--- config.mk ---
export PLATFORM = sky130hd
export DESIGN_NAME = sdt_top
export DESIGN_NICKNAME = d
export VERILOG_FILES = /design/src/hdl/sdt_pkg.sv /design/src/hdl/sdt_regbus_if.sv /design/src/hdl/sdt_axil.sv /design/src/hdl/sdt_top.sv
export SDC_FILE = /design/constraint.sdc
export NUM_CORES = 1
export LEC_CHECK = 0
export BUFFER_PORTS_ARGS = -buffer_cell sky130_fd_sc_hd__buf_2
export CAP_MARGIN = 20
export CORE_ASPECT_RATIO = 1.1
export CORE_MARGIN = 2
export CORE_UTILIZATION = 35
export CTS_BUF_LIST = sky130_fd_sc_hd__clkbuf_2 sky130_fd_sc_hd__clkbuf_4 sky130_fd_sc_hd__clkbuf_8
export CTS_CLUSTER_SIZE = 12
export DETAILED_ROUTE_END_ITERATION = 8
export PLACE_DENSITY = 0.53
export SLEW_MARGIN = 20
export SYNTH_ARGS = -nofsm -noshare
export SYNTH_HDL_FRONTEND = slang
export SYNTH_SLANG_ARGS = --single-unit
--- constraint.sdc ---
create_clock -name mclk -period 6.9 [get_ports mclk]
set_input_delay 0.69 -clock mclk [delete_from_list [all_inputs] [get_ports mclk]]
set_output_delay 0.69 -clock mclk [all_outputs]
set_load 0.01 [all_outputs]
--- src/hdl/sdt_pkg.sv ---
package sdt_pkg;

    // Register indices; the byte address on the bus is four times these
    localparam logic [7:0] SDT_IDX_HIGH = 8'hf0;
    localparam logic [7:0] SDT_IDX_LOW = 8'hf1;
    localparam logic [7:0] SDT_IDX_PSC = 8'hf2;
    localparam logic [7:0] SDT_IDX_CTRL = 8'hf3;
    localparam logic [7:0] SDT_IDX_STRIDE = 8'h08;
    localparam int SDT_IDX_LSB = 2;
    localparam int SDT_IDX_W = 8;
    localparam int SDT_MAX_TIMERS = 2;

    localparam logic [7:0] SDT_RST_HIGH = 8'hff;
    localparam logic [7:0] SDT_RST_LOW = 8'hff;
    localparam logic [7:0] SDT_RST_PSC = 8'hff;
    localparam logic [7:0] SDT_RST_CTRL = 8'h14;

    // Control register fields
    localparam int SDT_B_RUN = 7;
    localparam int SDT_B_SINGLE = 6;
    localparam int SDT_B_INMD = 4;
    localparam int SDT_B_INPUT_SECTION_ENABLE = 3;
    localparam int SDT_B_INTERRUPT_SOURCE_SELECT = 2;
    localparam int SDT_B_OUTMD = 0;
    localparam int SDT_B_OUT_LO = 0;

    // Core internal clock divided by four
    localparam logic [1:0] SDT_DIV4_LAST = 2'h3;

    localparam logic [1:0] SDT_RESP_OKAY = 2'h0;
    localparam logic [1:0] SDT_RESP_SLVERR = 2'h2;

    typedef enum logic [1:0] {
        SDT_IN_EVENT,
        SDT_IN_GATED,
        SDT_IN_TRIG,
        SDT_IN_RETRIG
    } sdt_inmode_t;

    typedef enum logic [1:0] {
        SDT_OUT_NONE,
        SDT_OUT_SQUARE,
        SDT_OUT_PWM_LO,
        SDT_OUT_PWM_HI
    } sdt_outmode_t;

endpackage : sdt_pkg

--- src/hdl/sdt_regbus_if.sv ---
`timescale 1ns/1ns
interface sdt_regbus_if;
    logic wr_stb;
    logic [7:0] wr_idx;
    logic [7:0] wr_data;
    logic wr_ok;
    logic [7:0] rd_idx;
    logic [7:0] rd_data;
    logic rd_ok;

    modport slave (
        output wr_stb,
        output wr_idx,
        output wr_data,
        output rd_idx,
        input wr_ok,
        input rd_data,
        input rd_ok
    );

    modport regs (
        input wr_stb,
        input wr_idx,
        input wr_data,
        input rd_idx,
        output wr_ok,
        output rd_data,
        output rd_ok
    );
endinterface : sdt_regbus_if

--- src/hdl/sdt_axil.sv ---
`timescale 1ns/1ns
module sdt_axil
    import sdt_pkg::*;
#(
    parameter int ADDR_W = 12
) (
    input wire logic mclk,
    input wire logic reset,
    input wire logic [ADDR_W-1:0] s_axil_awaddr,
    input wire logic s_axil_awvalid,
    output logic s_axil_awready,
    input wire logic [31:0] s_axil_wdata,
    input wire logic [3:0] s_axil_wstrb,
    input wire logic s_axil_wvalid,
    output logic s_axil_wready,
    output logic [1:0] s_axil_bresp,
    output logic s_axil_bvalid,
    input wire logic s_axil_bready,
    input wire logic [ADDR_W-1:0] s_axil_araddr,
    input wire logic s_axil_arvalid,
    output logic s_axil_arready,
    output logic [31:0] s_axil_rdata,
    output logic [1:0] s_axil_rresp,
    output logic s_axil_rvalid,
    input wire logic s_axil_rready,
    sdt_regbus_if.slave rb
);

    localparam int TOP_LSB = SDT_IDX_LSB + SDT_IDX_W;

    logic aw_have_r;
    logic w_have_r;
    logic [ADDR_W-1:0] awaddr_r;
    logic [7:0] wdata_r;
    logic wlane_r;
    logic do_write;
    logic aw_in_range;
    logic ar_in_range;

    generate
        if (ADDR_W < TOP_LSB + 1) begin : g_bad_addr_w
            $error("sdt_axil: ADDR_W too small for the register map");
        end
    endgenerate

    ////////////////////////////////////////////////////////////////////////
    // Write channel: address and data taken in either order
    assign s_axil_awready = !aw_have_r && !s_axil_bvalid;
    assign s_axil_wready = !w_have_r && !s_axil_bvalid;
    assign do_write = aw_have_r && w_have_r && !s_axil_bvalid;
    assign aw_in_range = awaddr_r[ADDR_W-1:TOP_LSB] == '0;

    assign rb.wr_idx = awaddr_r[SDT_IDX_LSB +: SDT_IDX_W];
    assign rb.wr_data = wdata_r;
    // Only lane 0 carries register bits; other lanes are accepted and dropped
    assign rb.wr_stb = do_write && aw_in_range && wlane_r;

    always_ff @(posedge mclk) begin
        if (reset) begin
            aw_have_r <= 1'b0;
            awaddr_r <= '0;
        end else if (s_axil_awvalid && s_axil_awready) begin
            aw_have_r <= 1'b1;
            awaddr_r <= s_axil_awaddr;
        end else if (do_write) begin
            aw_have_r <= 1'b0;
        end
    end

    always_ff @(posedge mclk) begin
        if (reset) begin
            w_have_r <= 1'b0;
            wdata_r <= 8'h00;
            wlane_r <= 1'b0;
        end else if (s_axil_wvalid && s_axil_wready) begin
            w_have_r <= 1'b1;
            wdata_r <= s_axil_wdata[7:0];
            wlane_r <= s_axil_wstrb[0];
        end else if (do_write) begin
            w_have_r <= 1'b0;
        end
    end

    always_ff @(posedge mclk) begin
        if (reset) begin
            s_axil_bvalid <= 1'b0;
            s_axil_bresp <= SDT_RESP_OKAY;
        end else if (do_write) begin
            s_axil_bvalid <= 1'b1;
            s_axil_bresp <= (aw_in_range && rb.wr_ok) ? SDT_RESP_OKAY
                                                      : SDT_RESP_SLVERR;
        end else if (s_axil_bready) begin
            s_axil_bvalid <= 1'b0;
        end
    end

    ////////////////////////////////////////////////////////////////////////
    // Read channel: data captured on the address edge
    assign s_axil_arready = !s_axil_rvalid;
    assign rb.rd_idx = s_axil_araddr[SDT_IDX_LSB +: SDT_IDX_W];
    assign ar_in_range = s_axil_araddr[ADDR_W-1:TOP_LSB] == '0;

    always_ff @(posedge mclk) begin
        if (reset) begin
            s_axil_rvalid <= 1'b0;
            s_axil_rdata <= 32'h0000_0000;
            s_axil_rresp <= SDT_RESP_OKAY;
        end else if (s_axil_arvalid && s_axil_arready) begin
            s_axil_rvalid <= 1'b1;
            if (ar_in_range && rb.rd_ok) begin
                s_axil_rdata <= {24'h00_0000, rb.rd_data};
                s_axil_rresp <= SDT_RESP_OKAY;
            end else begin
                s_axil_rdata <= 32'h0000_0000;
                s_axil_rresp <= SDT_RESP_SLVERR;
            end
        end else if (s_axil_rready) begin
            s_axil_rvalid <= 1'b0;
        end
    end

endmodule : sdt_axil

--- src/hdl/sdt_top.sv ---
`timescale 1ns/1ns
// Summary of operation
// - 16-bit down counter behind 8-bit prescaler
// - Clock from internal/4, oscillator, or pin
// - End-of-count when counter underflows past zero
// - Run bit starts next cycle, clear halts
// - Restart resumes, or loads constant written meanwhile
// - Constants at next end-of-count; prescaler immediately
// - High, low, prescaler registers reset all ones
// - Single mode: stop, reload, clear run bit
// - Continuous mode reloads and keeps counting
// - Single bit writable anytime, with start together
// - Input disabled: internal/4 only, pin ignored
// - Event mode counts falling pin edges, spaced
// - Gated mode counts internal/4 while pin high
// - Trigger mode waits run then falling edge
// - Retrigger edge while running restarts from constants
// - Oscillator variant: event mode counts oscillator clock
// - Output mode 00 drives pin high
// - Output mode 01 toggles pin each end-of-count
// - PWM mode copies lower bit at end-of-count
// - Interrupt select: timer end-of-count or external pin
// - Counter writes set constant, reads give live
// - Prescaler divides by value plus one; reads programmed
// - Control resets 14h with documented bit layout
module sdt_top
    import sdt_pkg::*;
#(
    parameter int N_TIMERS = 2,
    parameter int ADDR_W = 12,
    // Per instance: event mode counts the oscillator-derived clock in place of the input pin
    parameter logic [N_TIMERS-1:0] OSC_VARIANT = '0
) (
    input wire logic mclk,
    input wire logic reset,
    input wire logic [ADDR_W-1:0] s_axil_awaddr,
    input wire logic s_axil_awvalid,
    output logic s_axil_awready,
    input wire logic [31:0] s_axil_wdata,
    input wire logic [3:0] s_axil_wstrb,
    input wire logic s_axil_wvalid,
    output logic s_axil_wready,
    output logic [1:0] s_axil_bresp,
    output logic s_axil_bvalid,
    input wire logic s_axil_bready,
    input wire logic [ADDR_W-1:0] s_axil_araddr,
    input wire logic s_axil_arvalid,
    output logic s_axil_arready,
    output logic [31:0] s_axil_rdata,
    output logic [1:0] s_axil_rresp,
    output logic s_axil_rvalid,
    input wire logic s_axil_rready,
    input wire logic oscillator_derived_clock,
    input wire logic [N_TIMERS-1:0] timer_input_pin,
    input wire logic [N_TIMERS-1:0] ext_irq_pin,
    output logic [N_TIMERS-1:0] timer_output_pin,
    output logic [N_TIMERS-1:0] irq_channel
);

    sdt_regbus_if rb ();

    logic [1:0] div_r;
    logic div_tick;
    logic osc_d_r;
    logic osc_rise;
    logic [N_TIMERS-1:0] wr_hit;
    logic [N_TIMERS-1:0] rd_hit;
    logic [7:0] rd_val [N_TIMERS];

    generate
        if (N_TIMERS < 1 || N_TIMERS > SDT_MAX_TIMERS) begin : g_bad_n
            $error("sdt_top: N_TIMERS must be 1 or 2");
        end
    endgenerate

    ////////////////////////////////////////////////////////////////////////
    // Bus slave
    sdt_axil #(
        .ADDR_W(ADDR_W)
    ) u_axil (
        .mclk(mclk),
        .reset(reset),
        .s_axil_awaddr(s_axil_awaddr),
        .s_axil_awvalid(s_axil_awvalid),
        .s_axil_awready(s_axil_awready),
        .s_axil_wdata(s_axil_wdata),
        .s_axil_wstrb(s_axil_wstrb),
        .s_axil_wvalid(s_axil_wvalid),
        .s_axil_wready(s_axil_wready),
        .s_axil_bresp(s_axil_bresp),
        .s_axil_bvalid(s_axil_bvalid),
        .s_axil_bready(s_axil_bready),
        .s_axil_araddr(s_axil_araddr),
        .s_axil_arvalid(s_axil_arvalid),
        .s_axil_arready(s_axil_arready),
        .s_axil_rdata(s_axil_rdata),
        .s_axil_rresp(s_axil_rresp),
        .s_axil_rvalid(s_axil_rvalid),
        .s_axil_rready(s_axil_rready),
        .rb(rb.slave)
    );

    assign rb.wr_ok = |wr_hit;
    assign rb.rd_ok = |rd_hit;

    always_comb begin
        rb.rd_data = 8'h00;
        for (int k = 0; k < N_TIMERS; k++) begin
            if (rd_hit[k]) begin
                rb.rd_data = rb.rd_data | rd_val[k];
            end
        end
    end

    ////////////////////////////////////////////////////////////////////////
    // Shared time bases
    // Core internal clock divided by four; mclk stands for the core clock
    always_ff @(posedge mclk) begin
        if (reset) begin
            div_r <= 2'h0;
        end else begin
            div_r <= div_r + 2'h1;
        end
    end

    assign div_tick = div_r == SDT_DIV4_LAST;

    always_ff @(posedge mclk) begin
        if (reset) begin
            osc_d_r <= 1'b0;
        end else begin
            osc_d_r <= oscillator_derived_clock;
        end
    end

    assign osc_rise = oscillator_derived_clock && !osc_d_r;

    ////////////////////////////////////////////////////////////////////////
    // Timer instances
    for (genvar i = 0; i < N_TIMERS; i++) begin : g_tim
        localparam logic [7:0] BASE = 8'(SDT_IDX_STRIDE * 8'(i));

        logic [7:0] ctrl_r;
        logic [15:0] const_r;
        logic [7:0] psc_r;
        logic [15:0] cnt_r;
        logic [7:0] pcnt_r;
        logic pend_r;
        logic armed_r;
        logic run_d_r;
        logic pin_d_r;
        logic tout_r;
        logic irq_r;

        logic wr_high;
        logic wr_low;
        logic wr_psc;
        logic wr_ctrl;
        logic run;
        logic start;
        logic fall;
        logic src_tick;
        logic load;
        logic adv;
        logic eoc;
        logic retrig;
        sdt_inmode_t in_mode;
        sdt_outmode_t out_mode;

        assign wr_high = rb.wr_stb && rb.wr_idx == SDT_IDX_HIGH + BASE;
        assign wr_low = rb.wr_stb && rb.wr_idx == SDT_IDX_LOW + BASE;
        assign wr_psc = rb.wr_stb && rb.wr_idx == SDT_IDX_PSC + BASE;
        assign wr_ctrl = rb.wr_stb && rb.wr_idx == SDT_IDX_CTRL + BASE;
        assign wr_hit[i] = wr_high || wr_low || wr_psc || wr_ctrl;

        assign run = ctrl_r[SDT_B_RUN];
        assign in_mode = sdt_inmode_t'(ctrl_r[SDT_B_INMD +: 2]);
        assign out_mode = sdt_outmode_t'(ctrl_r[SDT_B_OUTMD +: 2]);
        // Run bit seen one cycle after the write that sets it
        assign start = run && !run_d_r;

        ////////////////////////////////////////////////////////////////////
        // Input section
        always_ff @(posedge mclk) begin
            if (reset) begin
                pin_d_r <= 1'b1;
                run_d_r <= 1'b0;
            end else begin
                pin_d_r <= timer_input_pin[i];
                run_d_r <= run;
            end
        end

        // Edges closer than eight core clocks may be missed by the source
        assign fall = pin_d_r && !timer_input_pin[i];

        always_comb begin
            src_tick = 1'b0;
            if (!ctrl_r[SDT_B_INPUT_SECTION_ENABLE]) begin
                src_tick = div_tick;
            end else begin
                case (in_mode)
                    SDT_IN_EVENT: begin
                        if (OSC_VARIANT[i]) begin
                            src_tick = osc_rise;
                        end else begin
                            src_tick = fall;
                        end
                    end
                    SDT_IN_GATED: begin
                        src_tick = div_tick && timer_input_pin[i];
                    end
                    SDT_IN_TRIG: begin
                        src_tick = div_tick && armed_r;
                    end
                    SDT_IN_RETRIG: begin
                        src_tick = div_tick;
                    end
                    default: begin
                        src_tick = 1'b0;
                    end
                endcase
            end
        end

        // Trigger mode: armed by a falling edge only once running
        always_ff @(posedge mclk) begin
            if (reset) begin
                armed_r <= 1'b0;
            end else if (!run) begin
                armed_r <= 1'b0;
            end else if (fall) begin
                armed_r <= 1'b1;
            end
        end

        assign retrig = ctrl_r[SDT_B_INPUT_SECTION_ENABLE] && in_mode == SDT_IN_RETRIG
                        && run && fall;

        ////////////////////////////////////////////////////////////////////
        // Registers written by software
        always_ff @(posedge mclk) begin
            if (reset) begin
                const_r <= {SDT_RST_HIGH, SDT_RST_LOW};
            end else if (wr_high) begin
                const_r[15:8] <= rb.wr_data;
            end else if (wr_low) begin
                const_r[7:0] <= rb.wr_data;
            end
        end

        always_ff @(posedge mclk) begin
            if (reset) begin
                psc_r <= SDT_RST_PSC;
            end else if (wr_psc) begin
                psc_r <= rb.wr_data;
            end
        end

        // Software write wins over the single-mode stop in the same cycle
        always_ff @(posedge mclk) begin
            if (reset) begin
                ctrl_r <= SDT_RST_CTRL;
            end else if (wr_ctrl) begin
                ctrl_r <= rb.wr_data;
            end else if (eoc && ctrl_r[SDT_B_SINGLE]) begin
                ctrl_r[SDT_B_RUN] <= 1'b0;
            end
        end

        // A constant written while stopped is loaded at the restart
        always_ff @(posedge mclk) begin
            if (reset) begin
                pend_r <= 1'b0;
            end else if ((wr_high || wr_low) && !run) begin
                pend_r <= 1'b1;
            end else if (start || eoc) begin
                pend_r <= 1'b0;
            end
        end

        ////////////////////////////////////////////////////////////////////
        // Prescaler and counter
        assign load = (start && pend_r) || retrig;
        assign adv = run && src_tick && !load && !wr_psc;
        assign eoc = adv && pcnt_r == 8'h00 && cnt_r == 16'h0000;

        always_ff @(posedge mclk) begin
            if (reset) begin
                pcnt_r <= SDT_RST_PSC;
            end else if (load) begin
                pcnt_r <= psc_r;
            end else if (wr_psc) begin
                pcnt_r <= rb.wr_data;
            end else if (adv) begin
                if (pcnt_r == 8'h00) begin
                    pcnt_r <= psc_r;
                end else begin
                    pcnt_r <= pcnt_r - 8'h01;
                end
            end
        end

        // Held value is kept while stopped, so a restart resumes from it
        always_ff @(posedge mclk) begin
            if (reset) begin
                cnt_r <= {SDT_RST_HIGH, SDT_RST_LOW};
            end else if (load) begin
                cnt_r <= const_r;
            end else if (adv && pcnt_r == 8'h00) begin
                if (cnt_r == 16'h0000) begin
                    cnt_r <= const_r;
                end else begin
                    cnt_r <= cnt_r - 16'h0001;
                end
            end
        end

        ////////////////////////////////////////////////////////////////////
        // Output pin and interrupt channel
        always_ff @(posedge mclk) begin
            if (reset) begin
                tout_r <= 1'b1;
            end else begin
                case (out_mode)
                    SDT_OUT_NONE: begin
                        tout_r <= 1'b1;
                    end
                    SDT_OUT_SQUARE: begin
                        if (eoc) begin
                            tout_r <= !tout_r;
                        end
                    end
                    SDT_OUT_PWM_LO, SDT_OUT_PWM_HI: begin
                        if (eoc) begin
                            tout_r <= ctrl_r[SDT_B_OUT_LO];
                        end
                    end
                    default: begin
                        tout_r <= 1'b1;
                    end
                endcase
            end
        end

        // Switching the source can produce an edge; software masks first
        always_ff @(posedge mclk) begin
            if (reset) begin
                irq_r <= 1'b0;
            end else if (ctrl_r[SDT_B_INTERRUPT_SOURCE_SELECT]) begin
                irq_r <= ext_irq_pin[i];
            end else begin
                irq_r <= eoc;
            end
        end

        assign timer_output_pin[i] = tout_r;
        assign irq_channel[i] = irq_r;

        ////////////////////////////////////////////////////////////////////
        // Read-back
        always_comb begin
            rd_hit[i] = 1'b1;
            rd_val[i] = 8'h00;
            if (rb.rd_idx == SDT_IDX_HIGH + BASE) begin
                rd_val[i] = cnt_r[15:8];
            end else if (rb.rd_idx == SDT_IDX_LOW + BASE) begin
                rd_val[i] = cnt_r[7:0];
            end else if (rb.rd_idx == SDT_IDX_PSC + BASE) begin
                rd_val[i] = psc_r;
            end else if (rb.rd_idx == SDT_IDX_CTRL + BASE) begin
                rd_val[i] = ctrl_r;
            end else begin
                rd_hit[i] = 1'b0;
            end
        end
    end

endmodule : sdt_top

==> summary.md, run 1 <==
| Metric | Value |
|---|---|
| Number of setup buffers added after CTS | `0` |
| CP Data Arrival Time | `3.54 ns` |
| Kind of critical path | `flip-flop to flip-flop` |
| Syn-to-layout area delta | `9.29%` |
| Max-slew violations | `0` |
| Nets | `1094` |
| Number of synthesized flops with an enable pin | `0` |
| Final Hold Viols | `0` |
| First-pass GRT wire length | `37.2 mm` |
| Sequential share of the synthesized area | `0.383` |
| Top FF cell, synth | `dfxtp_1` |
| Clock Pin Slew Worst Setup and Hold Paths | `0.10 ns` |
| Fill cells | `2440` |
| Worst r2r src | `u_axil.awaddr_r[3]$_SDFFE_PP0P_` |
| RR Endpoint | `g_tim[0].cnt_r[15]$_SDFFE_PP1P_` |
| DRT iter0 DRCs | `429` |
| Slowest CP cell | `nor2b_1` |
| Initial antenna violation count | `0` |
| Post-synth ARST share | `0` |
| Post-layout minimum cycle time | `3.18 ns` |
| CTS Buffer Depth | `2` |
| Post-route DRC | `0` |
| Drt pass-1 iters | `5` |
| Total track usage | `0.189` |
| Worst EP required | `7.26 ns` |
| Min-delay src | `s_axil_rready` |
| Post-DRT Antenna Nets | `0` |
| Post-Synth Simple-Gate Area | `0.233` |
| I/O Buffers | `58` |
| Worst R2R Path Depth | `6` |
| Critical Path Fanout Max | `13` |
| Power consumption | `1.80 mW` |
| RePlAce Congestion | `0.838` |
| Fmax | `0.314 GHz` |
| Adder-cell share of the synthesized area | `0.0226` |
| CP Buf/Inv Count | `0` |
| Synth Register Bits | `159` |
| Die height | `166 microns` |
| TNS Setup | `0 ns` |
| Post-Synth XOR/XNOR Area | `0.00632` |
| Commonest non-fill, non-tap cell in the layout | `dfxtp_1` |
| Worst Max-Slew Pin Slew | `1.03 ns` |
| Largest net degree at the start of global routing | `77` |
| Endpoints failing setup | `0` |
| H-tree Lvls | `4` |
| Worst vdd ir | `0.107 mV` |
| Layout cell share with drive strength beyond 1 | `0.140` |
| Max incr delay on CP | `0.81 ns` |
| Clock skew | `0.0231 ns` |
| Clock root buffer | `clkbuf_8` |
| WHS | `0.390 ns` |
| Via count | `7078` |
| Worst slew margin | `0.308` |
| Num CTS Buffers | `17` |
| WHS Endpoint | `u_axil.s_axil_rvalid$_SDFFE_PP0P_` |
| Hold Crit Class | `primary input to flip-flop` |
| Synth Instances | `989` |
| Count of cell types in the netlist | `72` |
| Post-synthesis mux area share | `0.100` |
| Largest family of logic cells by synthesized area | `simple AND/OR/NAND/NOR gates` |
| Crit end category | `flip-flop` |
| Starting Density | `0.354` |
| CTS tree | `done` |
| Hold Path Cell Cnt | `2` |
| Post-DP HPWL | `15.9 mm` |
| Syn_area_per_cell | `8.40 sq um` |
| Synthesized cell area | `0.00831 sq mm` |
| Std cell rows | `59` |
| Post-Place Setup Slack | `3.74 ns` |
| # hold bufs at CTS | `0` |
| Setup ws final | `3.72 ns` |
| GRT overflow | `0` |
| I/O Pins | `117` |
| N_diodes | `0` |
| Max-Cap Viols | `0` |
| Power per cell area | `198 mW/mm^2` |
| Pleak | `3.38 nW` |
| Crit start category | `flip-flop` |
| Compound-Gate Fraction of Synth Area | `0.184` |
| Crit path cell chain | `or3b_2 > nor4_4 > nor4_4 > nor2b_1 > a21oi_1 > a311o_1` |
| Die Area | `0.0250 sq mm` |
| Chip Width | `151 microns` |
| CP dominant cell by count | `nor4_4` |
| Status | `completed` |
| Register-to-register setup slack | `3.72 ns` |
| Average routed wire per standard cell | `17.5 microns` |
| Final wirelength | `23.1 mm` |
| Most frequent cells in the layout | `dfxtp_1, nand2_1, nor2_1` |
| Final worst path period share | `0.461` |
| RSZ-0062 raised after global routing | `false` |
| Vias per inst | `5.34` |
| Post-CTS sizing | `0` |
| Core Region | `0.0235 sq mm` |
| Clock sink total | `159` |
| Clock latency on the worst-skew pair | `0.48 ns` |
| Gate family responsible for the most delay along the worst path | `simple AND/OR/NAND/NOR gates` |
| Yosys warnings | `0` |
| Vias in the first global route | `6625` |
## metal layers
metal | part of all wire | up-vias | global-route usage
met5 | 0 | - | 0
met4 | 0.012 | 0 | 0.0475
met3 | 0.041 | 13 | 0.0339
met2 | 0.45 | 164 | 0.290
met1 | 0.49 | 3386 | 0.275
li1 | - | 3515 | -
## worst register-to-register path: stages, from the launching register on
cell	delay [ns]
dfxtp_1	0.64
or3b_2	0.53
nor4_4	0.52
nor4_4	0.15
nor2b_1	0.81
a21oi_1	0.07
a311o_1	0.35
## cell type report
type,instances,area (sq um),share of cell area
Tap cell,305,382,0.0420
Multi-Input combinational cell,737,4650,0.512
Clock buffer,18,248,0.0273
Timing Repair Buffer,65,345,0.0380
Clock inverter,14,169,0.0186
Inverter,27,101,0.0112
Sequential cell,159,3180,0.351
## state kept, by name, indices dropped and copies added (netlist names), 8 cells and up
signal and flops:
g_tim.cnt_r 32, g_tim.const_r 32, g_tim.ctrl_r 16, g_tim.pcnt_r 16, g_tim.psc_r 16, u_axil.awaddr_r 10, u_axil.rb.wr_data 8, u_axil.s_axil_rdata 8
## through the flow
stage               cell area [sq um]  utilization  cells
global route                     9080        0.387   1325
CTS                              9080        0.387   1325
finish                           9080        0.387   1325
global placement                 8660        0.369   1293
floorplan                        8400            -   1014
detailed placement               8660        0.369   1293
## how the worst max path moves through the flow
| stage | start | endpoint | slack, ns | cells past startpoint |
|---|---|---|---|---|
| after global placement | u_axil.awaddr_r[3]$_SDFFE_PP0P_ | g_tim[0].cnt_r[15]$_SDFFE_PP1P_ | 3.76 | 6 |
| after detailed placement | u_axil.awaddr_r[3]$_SDFFE_PP0P_ | g_tim[0].cnt_r[15]$_SDFFE_PP1P_ | 3.74 | 6 |
| final | u_axil.awaddr_r[3]$_SDFFE_PP0P_ | g_tim[0].cnt_r[15]$_SDFFE_PP1P_ | 3.72 | 6 |
| after floorplan | s_axil_araddr[3] | u_axil.s_axil_rdata[7]$_SDFFE_PP0P_ | 4.40 | 5 |
| after CTS | u_axil.awaddr_r[3]$_SDFFE_PP0P_ | g_tim[0].cnt_r[15]$_SDFFE_PP1P_ | 3.71 | 6 |
| after global routing | u_axil.s_axil_bvalid$_SDFFE_PP0P_ | g_tim[1].cnt_r[7]$_SDFFE_PP1P_ | 3.51 | 6 |
## kinds of logic (layout without fill, tap and decap cells)
| group | after synthesis | in the layout |
|---|---|---|
| xor+xnor | 6 | 6 |
| fa+ha+maj | 15 | 15 |
| mux | 63 | 63 |
| compound gates | 237 | 237 |
| flops | 159 | 159 |
| other cells | 1 | 26 |
| buf+inv | 118 | 124 |
| simple gates | 390 | 390 |
## cell usage after synthesis (5+ instances only)
master | number | share of area
buf_4 | 31 | 0.028
a21oi_1 | 71 | 0.043
buf_2 | 8 | 0.0048
nor2b_1 | 21 | 0.016
o21ai_0 | 49 | 0.030
nand4_1 | 7 | 0.0053
clkbuf_1 | 45 | 0.020
nor3_1 | 26 | 0.016
a22oi_1 | 9 | 0.0081
buf_1 | 5 | 0.0023
and3_1 | 6 | 0.0045
or3_1 | 7 | 0.0053
mux4_2 | 16 | 0.043
dfxtp_1 | 159 | 0.38
ha_1 | 15 | 0.023
nand3_1 | 24 | 0.014
o21a_1 | 7 | 0.0063
nand2_1 | 151 | 0.068
o31ai_1 | 8 | 0.0072
nor4_1 | 10 | 0.0075
nor2_1 | 84 | 0.038
mux2i_1 | 46 | 0.055
nand2b_1 | 12 | 0.0090
and2_1 | 8 | 0.0060
a221o_1 | 13 | 0.016
a31o_2 | 8 | 0.0084
a211oi_1 | 7 | 0.0063
o211ai_1 | 20 | 0.018
inv_1 | 27 | 0.012
o21ai_1 | 11 | 0.0066
a211o_1 | 5 | 0.0053
## power breakdown
part | switching [mW] | total (mW) | leakage, nW | internal (mW)
clock | 0.399 | 0.744 | 0.209 | 0.345
sequential | 0.0280 | 0.958 | 1.29 | 0.930
combinational | 0.0592 | 0.0949 | 1.88 | 0.0357
Note: power is estimated with default switching activity, not from simulation.
==> inputs of run 2 (changes only) <==
==> constraint.sdc (replaced) <==
create_clock -name mclk -period 3.1 [get_ports mclk]
set_input_delay 0.31 -clock mclk [delete_from_list [all_inputs] [get_ports mclk]]
set_output_delay 0.31 -clock mclk [all_outputs]
set_load 0.01 [all_outputs]
==> run 2 against run 1 <==
Power grew 120%. Largest cell class unchanged. Critical endpoint is now g_tim[0].cnt_r[9]$_SDFFE_PP1P_. Clock skew is 0.0081 ns lower. Final cell count up 1.4%. Critical path depth up 1. Utilization is 0.50 points higher. Clock-buffer cell count did not move. Fmax is 21% higher. Global-route usage is 0.26 points higher. Worst setup slack got worse by 3.2 ns. Sequential power rose by 120%. First-iteration DRC count up 9.3%. Combinational power is 130% higher.
==> summary.md, run 2 (synthesis gave the netlist of run 1 again) <==
| Metric | Value |
|---|---|
| Worst slew margin | `0.485 (+0.177)` |
| Critical Path Fanout Max | `18 (+5)` |
| Power per cell area | `427 mW/mm^2 (+120%)` |
| Starting Density | `0.354 (unchanged)` |
| First-pass GRT wire length | `37.5 mm (+0.87%)` |
| Sw Share | `0.264 (-0.00649)` |
| Initial antenna violation count | `1 (+1)` |
| TNS Setup | `0 ns (unchanged)` |
| Largest net degree at the start of global routing | `49 (-36%)` |
| Max-slew violations | `0 (unchanged)` |
| Clock latency on the worst-skew pair | `0.48 ns (about the same)` |
| Slowest CP cell | `or4_4` |
| Number of setup buffers added after CTS | `0 (unchanged)` |
| Crit path cell chain | `or4_4 > or3_1 > nor4_4 > nand2b_1 > buf_4 > o21ai_1 > a221o_1` |
| Gate family responsible for the most delay along the worst path | `simple AND/OR/NAND/NOR gates` |
| Clock skew | `0.0150 ns (-0.00811 ns)` |
| Total track usage | `0.192 (+0.00258)` |
| N_diodes | `0 (unchanged)` |
| Num CTS Buffers | `17 (unchanged)` |
| Most frequent cells in the layout | `dfxtp_1, nand2_1, nor2_1` |
| Average routed wire per standard cell | `17.4 microns (-0.61%)` |
| Final worst path period share | `0.845 (+0.384)` |
| Combinational power share | `0.056 (+0.003)` |
| Post-route DRC | `0 (unchanged)` |
| Post-CTS sizing | `0 (unchanged)` |
| Die height | `166 microns (unchanged)` |
| Register-to-register setup slack | `0.48 ns (-3.24 ns)` |
| CTS Buffer Depth | `2 (unchanged)` |
| Internal power | `2.89 mW (+120%)` |
| Vias in the first global route | `6533 (-1.4%)` |
| Commonest non-fill, non-tap cell in the layout | `dfxtp_1` |
| Via count | `7143 (+0.92%)` |
| Std cell rows | `59 (unchanged)` |
| Final core utilization | `0.392 (+0.00501)` |
| DRT iter0 DRCs | `469 (+9.3%)` |
| CP Buf/Inv Count | `1 (+1)` |
| WHS | `0.0182 ns (-0.372 ns)` |
| Final Hold Viols | `0 (unchanged)` |
| RePlAce Congestion | `0.864 (+3.2%)` |
| Clock root buffer | `clkbuf_8` |
| Max incr delay on CP | `0.57 ns (-0.24 ns)` |
| Vias per inst | `5.31 (-0.51%)` |
| Clock Pin Slew Worst Setup and Hold Paths | `0.09 ns (about the same)` |
| Worst vdd ir | `0.313 mV (+190%)` |
| Post-DRT Antenna Nets | `0 (unchanged)` |
| Fin cells | `1344 (+1.4%)` |
| Worst Max-Slew Pin Slew | `0.771 ns (-0.259 ns)` |
| Placed Instances | `1312 (+1.5%)` |
| CP Data Arrival Time | `2.97 ns (-0.57 ns)` |
| Fmax | `0.382 GHz (+21%)` |
| Worst EP required | `3.45 ns (-3.81 ns)` |
| Layout cell share with drive strength beyond 1 | `0.156 (+0.0157)` |
| I/O Pins | `117 (unchanged)` |
| GRT overflow | `0 (unchanged)` |
| Clock power share | `0.402 (-0.012)` |
| Status | `completed` |
| Kind of critical path | `flip-flop to flip-flop` |
| RSZ-0062 raised after global routing | `false` |
| CTS tree | `done` |
| # hold bufs at CTS | `0 (unchanged)` |
| Nets | `1113 (+1.7%)` |
| I/O Buffers | `58 (unchanged)` |
| Top Registers | `g_tim.cnt_r: 32 flops, g_tim.const_r: 32 flops` |
| Final wirelength | `23.3 mm (+0.81%)` |
| Max-Cap Viols | `0 (unchanged)` |
| Post-layout minimum cycle time | `2.62 ns (-0.563 ns)` |
| Chip Width | `151 microns (unchanged)` |
| Core Region | `0.0235 sq mm (unchanged)` |
| Pleak | `3.45 nW (+2.1%)` |
| Sw Pwr | `1.04 mW (+110%)` |
| H-tree Lvls | `4 (unchanged)` |
| Syn-to-layout area delta | `10.7%` |
| Post-DP HPWL | `16.6 mm (+4.0%)` |
| Die Area | `0.0250 sq mm (unchanged)` |
| Drt pass-1 iters | `5 (unchanged)` |
| Crit end category | `flip-flop` |
| Endpoints failing setup | `0 (unchanged)` |
| Reg power frac | `0.541 (+0.008)` |
| Crit start category | `flip-flop` |
| Clock sink total | `159 (unchanged)` |
| Hold Crit Class | `primary input to flip-flop` |
run 2: final timing paths:
check / from / end / depth (start not counted)
max: g_tim[0].pcnt_r[2]$_SDFFE_PP1P_ / g_tim[0].cnt_r[9]$_SDFFE_PP1P_ / 7
max reg2reg: g_tim[0].pcnt_r[2]$_SDFFE_PP1P_ / g_tim[0].cnt_r[9]$_SDFFE_PP1P_ / 7
min reg2reg: div_r[0]$_SDFF_PP0_ / div_r[0]$_SDFF_PP0_ / 1
min: s_axil_rready / u_axil.s_axil_rvalid$_SDFFE_PP0P_ / 2
run 2: per-layer routing:
layer | GRT usage | wire (microns) | up-vias
met3 | 0.0347 | 1140 | 28
met2 | 0.289 | 10500 | 204
met5 | 0 | 13 | -
met4 | 0.0496 | 369 | 2
met1 | 0.282 | 11300 | 3360
li1 | - | - | 3549
run 2: final cells by class:
class | count | area [sq um]
inverters | 27 | 101
fillers | 2427 | 14300
clock inverters | 14 | 158
flip-flops and latches | 159 | 3180
well taps | 305 | 382
multi-input cells | 737 | 4650
repair buffers | 84 | 488
clock buffers | 18 | 241
run 2: metrics by stage:
stage | setup slack [ns] | instance area [sq um] | power, mW
6_report | 0.481 | 9200 | 3.93
5_1_grt | 0.214 | 9200 | 4.10
4_1_cts | 0.477 | 9200 | 3.98
3_5_place_dp | 0.493 | 8800 | 2.40
3_3_place_gp | 0.515 | 8800 | 2.40
2_1_floorplan | 0.791 | 8400 | 2.32
run 2: power by group through the flow:
stage                     Clock [mW]  Sequential, mW  Combinational (mW)
after floorplan                    0            2.13               0.190
after global placement             0            2.18               0.224
after detailed placement           0            2.18               0.224
after CTS                       1.62            2.13               0.224
after global routing            1.72            2.13               0.248
final                           1.58            2.13               0.221
==> inputs of run 3 (changes only) <==
--- a/config.mk
+++ b/config.mk
@@ -13,7 +13,7 @@
 export CTS_BUF_LIST = sky130_fd_sc_hd__clkbuf_2 sky130_fd_sc_hd__clkbuf_4 sky130_fd_sc_hd__clkbuf_8
 export CTS_CLUSTER_SIZE = 12
 export DETAILED_ROUTE_END_ITERATION = 8
-export PLACE_DENSITY = 0.53
+export PLACE_DENSITY = 0.55
 export SLEW_MARGIN = 20
 export SYNTH_ARGS = -nofsm -noshare
 export SYNTH_HDL_FRONTEND = slang
==> constraint.sdc (replaced) <==
create_clock -name mclk -period 2.2 [get_ports mclk]
set_input_delay 0.22 -clock mclk [delete_from_list [all_inputs] [get_ports mclk]]
set_output_delay 0.22 -clock mclk [all_outputs]
set_load 0.01 [all_outputs]
==> run 3 against run 2 <==
Sequential power up 40%. Final cell count up 8.0%. Flip-flop and latch count unchanged. Register-to-register slack worse by 0.47 ns.
==> summary.md, run 3 (synthesis gave the netlist of run 1 again) <==
| Metric | Value |
|---|---|
| I/O Buffers | `58 (unchanged)` |
| Worst Max-Slew Pin Slew | `0.687 ns (-0.0849 ns)` |
| Crit path cell chain | `or4_4 > or3_4 > nor4_4 > nand2b_4 > buf_6 > o21ai_2 > a221o_1` |
| Non-Filler Cell Area, Final | `0.0103 sq mm (+12%)` |
| RSZ-0062 raised after global routing | `true` |
| Vias in the first global route | `7379 (+13%)` |
| Crit end category | `flip-flop` |
| DP Area | `0.00945 sq mm (+7.4%)` |
| Max-slew violations | `0 (unchanged)` |
| Largest net degree at the start of global routing | `82 (+67%)` |
| Drt pass-1 iters | `5 (unchanged)` |
| WHS Endpoint | `u_axil.s_axil_rresp[1]$_SDFFE_PP0P_` |
| Status | `completed` |
| Multi-input gate area | `0.00480 sq mm (+3.3%)` |
| Pleak | `4.02 nW (+17%)` |
| Worst r2r src | `g_tim[0].pcnt_r[2]$_SDFFE_PP1P_` |
| Power consumption | `5.49 mW (+40%)` |
| Fill cells | `2340 (-3.6%)` |
| Final Hold Viols | `0 (unchanged)` |
| Clock skew | `0.0141 ns (-0.000867 ns)` |
| Worst slew margin | `0.542 (+0.0567)` |
| Critical Path Fanout Max | `5 (-13)` |
| CTS tree | `done` |
| Fmax | `0.457 GHz (+20%)` |
| Top Registers | `g_tim.cnt_r: 32 flops, g_tim.const_r: 32 flops` |
| Worst vdd ir | `0.373 mV (+19%)` |
| CTS Buffer Depth | `2 (unchanged)` |
| Via count | `7640 (+7.0%)` |
| Nets | `1220 (+9.6%)` |
| Hold Crit Class | `primary input to flip-flop` |
| Chip Width | `151 microns (unchanged)` |
| Die Area | `0.0250 sq mm (unchanged)` |
| Setup ws final | `0.0131 ns (-0.468 ns)` |
| Core Region | `0.0235 sq mm (unchanged)` |
| RR Endpoint | `g_tim[0].cnt_r[6]$_SDFFE_PP1P_` |
| Layout cell share with drive strength beyond 1 | `0.247 (+0.0910)` |
| H-tree Lvls | `4 (unchanged)` |
| Power per cell area | `531 mW/mm^2 (+24%)` |
| Worst R2R Path Depth | `7 (unchanged)` |
| Crit start category | `flip-flop` |
| Syn-to-layout area delta | `24.4%` |
| Die height | `166 microns (unchanged)` |
| Clock sink total | `159 (unchanged)` |
| Placed Instances | `1384 (+5.5%)` |
| Max incr delay on CP | `0.53 ns (-0.04 ns)` |
| Post-layout minimum cycle time | `2.19 ns (-0.432 ns)` |
| Num CTS Buffers | `17 (unchanged)` |
| Slowest CP cell | `or4_4` |
| Initial antenna violation count | `0 (-1)` |
| Kind of critical path | `flip-flop to flip-flop` |
| Vias per inst | `5.27 (-0.93%)` |
| Post-Place Setup Slack | `-0.0742 ns (-0.567 ns)` |
| Final wirelength | `25.1 mm (+7.6%)` |
| Max-Cap Viols | `0 (unchanged)` |
| Starting Density | `0.354 (unchanged)` |
| First-pass GRT wire length | `39.9 mm (+6.5%)` |
| Hold Path Cell Cnt | `3 (+1)` |
| Final core utilization | `0.440 (+0.0483)` |
| Commonest non-fill, non-tap cell in the layout | `dfxtp_1` |
| Post-DP HPWL | `17.9 mm (+7.7%)` |
| Std cell rows | `59 (unchanged)` |
| Clock latency on the worst-skew pair | `0.48 ns (about the same)` |
| TNS Setup | `0 ns (unchanged)` |
| WHS | `0.0264 ns (+0.00828 ns)` |
| Most frequent cells in the layout | `dfxtp_1, nand2_1, buf_4` |
| GRT overflow | `0 (unchanged)` |
| Clock Pin Slew Worst Setup and Hold Paths | `0.09 ns (about the same)` |
| Clock root buffer | `clkbuf_8` |
| RePlAce Congestion | `0.883 (+2.2%)` |
| N_diodes | `0 (unchanged)` |
| Worst EP required | `2.57 ns (-0.88 ns)` |
| Average routed wire per standard cell | `17.3 microns (-0.33%)` |
| Register-to-register setup slack | `0.01 ns (-0.47 ns)` |
| Fin cells | `1451 (+8.0%)` |
| Post-route DRC | `0 (unchanged)` |
| Endpoints failing setup | `0 (unchanged)` |
| Register area | `0.00319 sq mm (+0.31%)` |
| Min-delay src | `s_axil_araddr[10]` |
| Total track usage | `0.204 (+0.0124)` |
| DRT iter0 DRCs | `551 (+17%)` |
| CP Data Arrival Time | `2.56 ns (-0.41 ns)` |
| Final worst path period share | `0.994 (+0.149)` |
| Post-DRT Antenna Nets | `0 (unchanged)` |
| I/O Pins | `117 (unchanged)` |
-- run 3: worst max-delay path by stage --
stage                                            from                               to  slack, ns  depth (start not counted)
floorplan           u_axil.s_axil_bvalid$_SDFFE_PP0P_  g_tim[0].pcnt_r[6]$_SDFFE_PP1P_      -0.10                          7
global placement      u_axil.awaddr_r[4]$_SDFFE_PP0P_  g_tim[1].cnt_r[11]$_SDFFE_PP1P_      -0.04                          7
detailed placement    u_axil.awaddr_r[4]$_SDFFE_PP0P_   g_tim[1].cnt_r[6]$_SDFFE_PP1P_      -0.07                          7
CTS                   g_tim[0].pcnt_r[2]$_SDFFE_PP1P_  g_tim[0].ctrl_r[7]$_SDFFE_PP0P_    -0.0001                          7
global route          g_tim[0].pcnt_r[2]$_SDFFE_PP1P_  g_tim[0].ctrl_r[7]$_SDFFE_PP0P_      -0.05                          7
finish                g_tim[0].pcnt_r[2]$_SDFFE_PP1P_   g_tim[0].cnt_r[6]$_SDFFE_PP1P_       0.01                          7
-- run 3: per-layer routing --
| layer | part of all wire | vias up | routed length (microns) | GRT usage |
|---|---|---|---|---|
| met1 | 0.47 | 3599 | 11700 | 0.285 |
| met3 | 0.052 | 38 | 1290 | 0.0361 |
| met4 | 0.027 | 0 | 683 | 0.0809 |
| li1 | - | 3762 | - | - |
| met2 | 0.45 | 241 | 11400 | 0.313 |
| met5 | 0 | - | 0 | 0 |
-- run 3: worst max-delay path, delay by kind of cell, from the launching register on --
family	cells	cell delay [ns]
AND/OR/NAND/NOR	4	1.29
AO/OA/AOI/OAI	2	0.36
buffers and inverters	1	0.12
flip-flops	1	0.32
-- run 3: report_power, final --
| part | total [mW] | internal [mW] | switching, mW |
|---|---|---|---|
| clock network | 2.11 | 0.966 | 1.14 |
| registers | 2.98 | 2.92 | 0.0584 |
| logic | 0.405 | 0.169 | 0.236 |
| total | 5.49 | 4.05 | 1.44 |
-- run 3: layout make-up --
type | count | area share
repair buffers | 191 | 0.144
inverters | 27 | 0.00981
well taps | 305 | 0.0369
clock buffers | 21 | 0.0268
flip-flops and latches | 159 | 0.309
multi-input cells | 737 | 0.465
clock inverters | 11 | 0.00884
-- run 3: timing repair --
| item | 4_1_cts | 5_1_grt |
|---|---|---|
| setup buffers | 0 | 9 |
| pin swaps | 2 | 13 |
| setup endpoints to repair | 39 | 55 |
| gates cloned | 0 | 2 |
| hold endpoints to repair | 23 | 0 |
| gates resized for setup | 9 | 45 |
| hold buffers | 24 | 0 |
